## src/page_stack_cfg.svh

```systemverilog
// Addresses, reset values and field positions of the page context stack.
// Assumes 8-bit direct register addresses issued by the processor core.
`ifndef PAGE_STACK_CFG_SVH
`define PAGE_STACK_CFG_SVH
`define ADDR_PAGE_CONTROL      8'h81
`define ADDR_ACTIVE_PAGE       8'h84
`define ADDR_PAGE_STACK_MIDDLE 8'h85
`define ADDR_PAGE_STACK_BOTTOM 8'h86
`define RESET_PAGE_CONTROL     8'h01
`define RESET_PAGE             8'h00
`define EMPTY_PAGE             8'h00
`define AUTO_PAGE_ENABLE_BIT   0
`define PAGE_WIDTH             8
`endif

```

## src/page_stack_pkg.sv

```systemverilog
// Types shared by the page context stack files.
// Assumes the configuration header is on the include path.
`include "page_stack_cfg.svh"
package page_stack_pkg;
    typedef logic [`PAGE_WIDTH-1:0] page_t;
    // One register access from the core
    typedef struct packed {
        logic       rd;
        logic       wr;
        logic [7:0] addr;
        logic [7:0] wdata;
    } reg_req_t;
    // Interrupt sequencing events from the core
    typedef struct packed {
        logic  vector;
        page_t source_page;
        logic  ret;
    } irq_event_t;
    typedef enum logic [2:0] {
        op_idle = 3'b001,
        op_push = 3'b010,
        op_pop  = 3'b100
    } stack_op_t;
endpackage

```

## src/page_reg_decode.sv

```systemverilog
// Address decode of the control register and the three stack registers and read data selection.
// Assumes a combinational request from the core, same clock.
`timescale 1ns/1ps
`include "page_stack_cfg.svh"
module page_reg_decode
    import page_stack_pkg::*;
(
    // Request
    input  wire reg_req_t req,
    // Stored values
    input  wire page_t    active_page,
    input  wire page_t    page_stack_middle,
    input  wire page_t    page_stack_bottom,
    input  wire logic     auto_page_enable,
    // Decoded strobes and read data
    output logic          wr_control,
    output logic          wr_active,
    output logic          wr_middle,
    output logic          wr_bottom,
    output logic          hit,
    output logic [7:0]    rdata
);
    // ==========================================
    // Decode, independent of the selected page
    wire sel_control = req.addr == `ADDR_PAGE_CONTROL;
    wire sel_active  = req.addr == `ADDR_ACTIVE_PAGE;
    wire sel_middle  = req.addr == `ADDR_PAGE_STACK_MIDDLE;
    wire sel_bottom  = req.addr == `ADDR_PAGE_STACK_BOTTOM;
    wire [7:0] control_value = {7'h00, auto_page_enable};
    assign hit        = sel_control | sel_active | sel_middle | sel_bottom;
    assign wr_control = req.wr & sel_control;
    assign wr_active  = req.wr & sel_active;
    assign wr_middle  = req.wr & sel_middle;
    assign wr_bottom  = req.wr & sel_bottom;
    // Unmapped addresses read zero
    assign rdata = sel_control ? control_value :
                   sel_active  ? active_page :
                   sel_middle  ? page_stack_middle :
                   sel_bottom  ? page_stack_bottom : 8'h00;
endmodule // page_reg_decode

```

## src/sfr_page_context_stack.sv

```systemverilog
// Three-entry page context stack with automatic page switching.
// Assumes the core gives one-cycle vector and return pulses on clk.
`timescale 1ns/1ps
`include "page_stack_cfg.svh"
module sfr_page_context_stack
    import page_stack_pkg::*;
(
    // Clock and reset
    input  wire logic       clk,
    input  wire logic       rst,
    // Register access from the core
    input  wire reg_req_t   req,
    output logic [7:0]      rdata,
    output logic            rhit,
    // Interrupt sequencing from the core
    input  wire irq_event_t irq,
    // Page used for special_function_register accesses
    output page_t           page_select,
    output logic            auto_page_enable
);
    // ==========================================
    // State
    localparam logic [7:0] CONTROL_RESET = `RESET_PAGE_CONTROL;
    page_t     active_page;
    page_t     page_stack_middle;
    page_t     page_stack_bottom;
    logic      bottom_valid;
    page_t     next_active;
    page_t     next_middle;
    page_t     next_bottom;
    logic      next_valid;
    logic      next_enable;
    logic      wr_control;
    logic      wr_active;
    logic      wr_middle;
    logic      wr_bottom;
    stack_op_t op;

    // ==========================================
    // Decode
    page_reg_decode u_decode (
        .req               (req),
        .active_page       (active_page),
        .page_stack_middle (page_stack_middle),
        .page_stack_bottom (page_stack_bottom),
        .auto_page_enable  (auto_page_enable),
        .wr_control        (wr_control),
        .wr_active         (wr_active),
        .wr_middle         (wr_middle),
        .wr_bottom         (wr_bottom),
        .hit               (rhit),
        .rdata             (rdata)
    );

    // ==========================================
    // Stack operation select; vector wins if both arrive together
    assign op = !auto_page_enable ? op_idle :
                irq.vector        ? op_push :
                irq.ret           ? op_pop  : op_idle;

    // ==========================================
    // Next values; a hardware push or pop beats a same-cycle write
    always_comb begin
        next_active = active_page;
        next_middle = page_stack_middle;
        next_bottom = page_stack_bottom;
        next_valid  = bottom_valid;
        next_enable = auto_page_enable;
        if (wr_control) begin
            next_enable = req.wdata[`AUTO_PAGE_ENABLE_BIT];
        end
        if (wr_active) begin
            next_active = req.wdata;
        end
        if (wr_middle) begin
            next_middle = req.wdata;
        end
        if (wr_bottom) begin
            next_bottom = req.wdata;
            next_valid  = 1'b1;
        end
        unique case (op)
            op_push: begin
                next_bottom = page_stack_middle;
                next_valid  = 1'b1;
                next_middle = active_page;
                next_active = irq.source_page;
            end
            op_pop: begin
                next_active = page_stack_middle;
                next_middle = bottom_valid ? page_stack_bottom
                                           : `EMPTY_PAGE;
                next_bottom = `EMPTY_PAGE;
                next_valid  = 1'b0;
            end
            op_idle: begin
            end
        endcase
    end

    // ==========================================
    // Registers
    always_ff @(posedge clk) begin
        if (rst) begin
            active_page       <= `RESET_PAGE;
            page_stack_middle <= `RESET_PAGE;
            page_stack_bottom <= `RESET_PAGE;
            bottom_valid      <= 1'b0;
            auto_page_enable  <= CONTROL_RESET[`AUTO_PAGE_ENABLE_BIT];
        end else begin
            active_page       <= next_active;
            page_stack_middle <= next_middle;
            page_stack_bottom <= next_bottom;
            bottom_valid      <= next_valid;
            auto_page_enable  <= next_enable;
        end
    end

    assign page_select = active_page;
endmodule // sfr_page_context_stack

```

## config.mk

```make
export PLATFORM = sky130hd
export DESIGN_NAME = sfr_page_context_stack
export DESIGN_NICKNAME = d
export VERILOG_FILES = /design/src/page_stack_pkg.sv /design/src/page_reg_decode.sv /design/src/sfr_page_context_stack.sv
export VERILOG_INCLUDE_DIRS = /design/src /design/src/src
export SDC_FILE = /design/constraint.sdc
export NUM_CORES = 1
export LEC_CHECK = 0
export BUFFER_PORTS_ARGS = -buffer_cell sky130_fd_sc_hd__buf_2
export CORE_UTILIZATION = 30
export DETAILED_ROUTE_END_ITERATION = 8
export PLACE_DENSITY_LB_ADDON = 0.25
export SYNTH_ARGS = -nofsm -noshare
export SYNTH_HDL_FRONTEND = slang
export SYNTH_SLANG_ARGS = --single-unit
```

## constraint.sdc

```tcl
create_clock -name clk -period 2.9 [get_ports clk]
set_input_delay 0.58 -clock clk [delete_from_list [all_inputs] [get_ports clk]]
set_output_delay 0.58 -clock clk [all_outputs]
set_load 0.02 [all_outputs]
```

* Word-level counts from Yosys, hierarchy flattened
Index checks and enable logic that the tools add are counted.
Storage, ports and cells: input bits 30, register bits after elaboration 26, memory bits (writable) 0, bits in read-only memories 0, memories kept 0, latch bits 0
Cells by class: shifts and indexed selects 0, $lt $le $gt $ge 0, equal/unequal tests 6, div/mod/pow operators 0, multiplexer cells 16, $mul 0, reductions and logical operators 3, $add $sub $neg 0, bitwise gates (word level) 7
Operator list (number):
- $mux 8 | 8
- $pmux 8 s2 | 3
- $eq 8x8->1 const B | 4
- $mux 3 | 3
- $reduce_bool 3->1 | 3
- $and 1x1->1 | 4
- $eq 3x2->1 const B | 1
- $eq 3x3->1 const B | 1
- $or 1x1->1 | 3
- $pmux 1 s2 | 1
- $mux 1 | 1

* Logic depth before layout (Yosys ltp)
word-level depth 5, mapped depth 7, mapped depth without buffers 4

* Cells and area by module
A second synthesis with hierarchy kept.
Second synthesis, totals: cells, all modules 230, area total of the unflattened synthesis 1871.8 um2
Modules (own cells, without submodules):
- sfr_page_context_stack | area an instance 1531.5 um2, cells each 181, times used 1
- page_reg_decode | area an instance 340.3 um2, cells each 49, times used 1

* Worst setup path before layout
No wires, ideal clock.
path kind input -> output, start in req[13] (netlist name), end out rhit, stages 3, path slack -0.058 ns, data arrival time 2.378 ns, path buffers 1, data required time 2.320 ns, cell sequence or4b_1 -> buf_2 -> a2111oi_0
On the way: longest elaborated chain between the ends 4, elaborated cells on any way between the ends 7, those cells by class eq/ne (4); bitwise (3)
RTL lines:
- start: declaration | RTL line sfr_page_context_stack.sv:12 | input wire reg_req_t req,
- $eq 8x8->1 (no source line)
- $or 1x1->1 (2 in a row) | RTL line page_reg_decode.sv:30 | assign hit = sel_control | sel_active | sel_middle | sel_bottom;
- $or 1x1->1 (*) | RTL line page_reg_decode.sv:30
- end: declaration | RTL line sfr_page_context_stack.sv:14 | output logic rhit,
Mark *: on every way between the ends. The rest lies on a longest branch, timed or not.

* Final worst setup path
start in req[13] (netlist name), end out rdata[2]
On the way: longest elaborated chain between the ends 5, elaborated cells on any way between the ends 8, those cells by class eq/ne (4); mux (4)
RTL lines:
- $eq 8x8->1 (no source line)
- $mux 8 | RTL line page_reg_decode.sv:39 | sel_bottom ? page_stack_bottom : 8'h00;
- $mux 8 | RTL line page_reg_decode.sv:38 | sel_middle ? page_stack_middle :
- $mux 8 | RTL line page_reg_decode.sv:37 | sel_active ? active_page :
- $mux 8 (*) | RTL line page_reg_decode.sv:36 | assign rdata = sel_control ? control_value :
- end: declaration | RTL line sfr_page_context_stack.sv:13 | output logic [7:0] rdata,
Marks and branches as above.

==> run summary <==
The number of diodes came out at 0. Summed over all nets, the switching power comes to 263 µW. The floorplan step set the die width to 75.9 µm. The core region is 0.00517 mm². The number of setup buffers added after CTS is 0. In the final routed layout, each cell accounts on average for 16.1 µm.

The path class of the tightest hold or removal check is register to register. In the final timing run, aggregate negative setup slack is 0 ns. For this configuration, the core starts out at a cell density of 0.317.

The count of nets left with antenna violations after detail routing came out at 0. When the netlist entered floorplanning its net count stood at 229. After the last flow step, the layout net total stands at 267.

The maximum root-to-sink buffer count came out at 2. Leaving out fill and tap cells, the most frequent cell in the layout is buf_2. The critical path starts at req[13]. The leftover overflow at the end of global routing came out at 0. The headroom to the max-slew limit is 0.507.

The count of filler cells inserted in the layout came out at 569. For this run, the register share of the synthesized area comes to 0.317. The worst hold slack came out at 0.473 ns. The flow ran to the end, and the final reports show no timing, DRC or antenna violations. In this run the critical register-to-register path is launched from auto_page_enable. The routed layout has 1678 vias.

The number of buffers and inverters on the critical path came out at 2. The maximum number of pins on one net before global-route repair came out at 35. The insertion delay to the later sink of the worst-skew pair is 0.28 ns.

The register share of total power came out at 0.451. Counting instances, the worst hold path has a depth of 2. The count of pins over their slew limit came out at 0. The HPWL reported at the end of detailed placement is 3180 µm. The worst reg-to-reg path cell count came out at 4. For the worst setup path, the data arrival time is 1.97 ns. The design area came out at 0.00198 mm². Compared with the post-synthesis result, the final layout area differs by 20.5%. Grouping stages by cell kind, the critical path spends the most delay in simple AND/OR/NAND/NOR gates. The setup clock skew after layout is 0.00626 ns. The cell leakage power is 0.000784 µW. Counting every sink on the clock net gives 26.

The cell taking the most area after synthesis is dfxtp_1. TritonCTS built the clock tree. The iteration-0 DRC count of the detailed router came out at 102. At the end of routability-driven placement, the weighted congestion stood at 0.769. The top-area cell type share of the netlist area came out at 0.317. On the critical path, the stage with the largest delay is an instance of or4b_1. For the worst setup path, the data required time is 2.32 ns. The area of the die is 0.00577 mm². The post-route clock period utilization is 0.878. Of all nets on the critical path, the largest fanout is 7. The post-layout minimum cycle time came out at 2.55 ns. The number of warnings printed during yosys synthesis is 0. After technology mapping, the gate count stands at 199.

The placed cell area came out at 0.00191 mm². Of the total power, the share spent switching nets is 0.288. In the post-synthesis netlist, the biggest area contributors are dfxtp_1, nor2_1, a211oi_2.

For this run, the total global-route usage over all layers was measured as 0.175. Timing would allow up to 0.393 GHz. The fraction of layout instances using a drive strength above 1 came out at 0.292.

The number of vias per cell after detailed routing is 5.48. The register bit total from synthesis came out at 26. The transition time at the pin with the least slew margin came out at 0.739 ns. Setup repair after global routing left no endpoint under its margin. The most numerous cell type found on the critical path is buf_2. The I/O pin total came out at 48. The critical path in this run is classified as input port to output port. The deepest level of the CTS H-tree is 1.

The critical path goes through buf_2 > or4b_1 > or2_2 > nor2_1 > buf_2. The critical path depth came out at 5. The clock transition time at the flip-flop clock pins of the worst setup and hold paths is 0.09 ns. In this run the most critical hold path is launched from bottom_valid.

The count of buffers added on input and output ports is 46. The number of antenna violations at the first check in global routing is 0. The sort of element at the end of the critical path is an output port. The count of cell types in the netlist is 35.

The total of cells resized after clock tree synthesis came out at 0. For this run, the slowest stage of the critical path takes 0.57 ns. The max capacitance violation total came out at 0.

Setup violations remaining at the end of the flow were counted as 0. The peak ir drop on the vdd network came out at 0.213 mV. The TritonCTS buffer count came out at 3. Power spread over the standard cell area amounts to 462 mW/mm². The post-route core utilization is 0.382. The post-synthesis area per instance is 8.24 µm². The number of core rows came out at 26. The worst setup path is launched from an input port. The final routed wirelength across all metal layers is 4920 µm.

The mapped cell area came out at 0.00164 mm². The via count of the first global-routing pass is 1552. In the layout the commonest cells are buf_2, nor2_1, dfxtp_1. The global-route wire length before repair came out at 8070 µm. The logic gate share of total power is 0.209. The final routed DRC violation total is 0.

The share of total power dissipated in the clock network is 0.340. The y dimension of the die is 75.9 µm. The total iterations of the first detailed-routing run is 4.

The tree is rooted in a clkbuf_8. Internal power comes to 650 µW. The final count of hold timing violations came out at 0. The number of buffers inserted by hold repair at cts came out at 0.
metal layers:
layer,vias to the layer above,routed length (µm),part of all wire,track usage
li1,827,-,-,-
met1,789,2380,0.48,0.243
met3,5,317,0.064,0.0398
met2,57,2180,0.44,0.270
met5,-,0,0,0
met4,0,42,0.0085,0.0462
worst paths after layout:
path,endpoint,slack (ns)
max,rdata[2],0.35
min,bottom_valid,0.47
max reg2reg,page_stack_middle[6],1.15
min reg2reg,bottom_valid,0.47
worst reg2reg max path, stage by stage, from the launching register on:
cell and delay (ns):
dfxtp_1 0.49, nand3b_1 0.15, nor2_1 0.55, a22oi_1 0.15
a311oi_1 0.32
sequential cells by signal, indices dropped and copies added (netlist names):
name               cells
bottom_valid           1
page_select            8
auto_page_enable       1
page_stack_middle      8
page_stack_bottom      8
cells in the mapped netlist:
| library cell | n |
|---|---|
| nor2_1 | 41 |
| dfxtp_1 | 26 |
| a21oi_1 | 14 |
| clkbuf_1 | 11 |
| nand2_1 | 10 |
| nand3b_1 | 10 |
| a22oi_1 | 9 |
| mux2i_1 | 9 |
| a211oi_2 | 8 |
| a22o_1 | 8 |
| a311oi_1 | 8 |
| o22ai_1 | 8 |
| o41ai_1 | 8 |
| nand2b_1 | 5 |
| buf_2 | 3 |
| buf_1 | 2 |
| a2111oi_0 | 1 |
| a21oi_2 | 1 |
| a31oi_1 | 1 |
| and2_1 | 1 |
| buf_12 | 1 |
| buf_6 | 1 |
| inv_1 | 1 |
| nor2b_1 | 1 |
| nor3_1 | 1 |
| nor4_1 | 1 |
| o21a_1 | 1 |
| o21ai_1 | 1 |
| o2bb2ai_1 | 1 |
| o31a_1 | 1 |
| o31ai_4 | 1 |
| or2_2 | 1 |
| or3b_2 | 1 |
| or4_4 | 1 |
| or4b_1 | 1 |
power groups by stage:
stage	Sequential, µW	Clock, µW	Combinational [µW]
CTS	411	317	192
detailed placement	420	0	191
global placement	420	0	189
floorplan	425	0	115
global route	416	336	209
finish	411	310	191
metrics by stage:
stage | power (µW) | setup slack [ns] | std cells
after floorplan | 540 | 0.191 | 199
after global placement | 609 | 0.345 | 302
after detailed placement | 611 | 0.349 | 302
after CTS | 920 | 0.344 | 306
after global routing | 961 | 0.300 | 306
final | 913 | 0.355 | 306
cells by family after synthesis:
| group | count (synthesis) | share of synthesized area |
|---|---|---|
| simple gates | 74 | 0.218 |
| mux | 9 | 0.0549 |
| flops | 26 | 0.317 |
| compound gates | 71 | 0.349 |
| buf+inv | 19 | 0.0603 |
layout make-up:
cell class | count | area [µm²] | share of cell area
flip-flops and latches | 26 | 520 | 0.263
repair buffers | 51 | 268 | 0.135
well taps | 70 | 87.6 | 0.0443
inverters | 1 | 3.75 | 0.00190
clock inverters | 1 | 30.0 | 0.0152
multi-input cells | 154 | 1030 | 0.519
clock buffers | 3 | 41.3 | 0.0209
No activity file was read; power rests on OpenSTA's default activity.
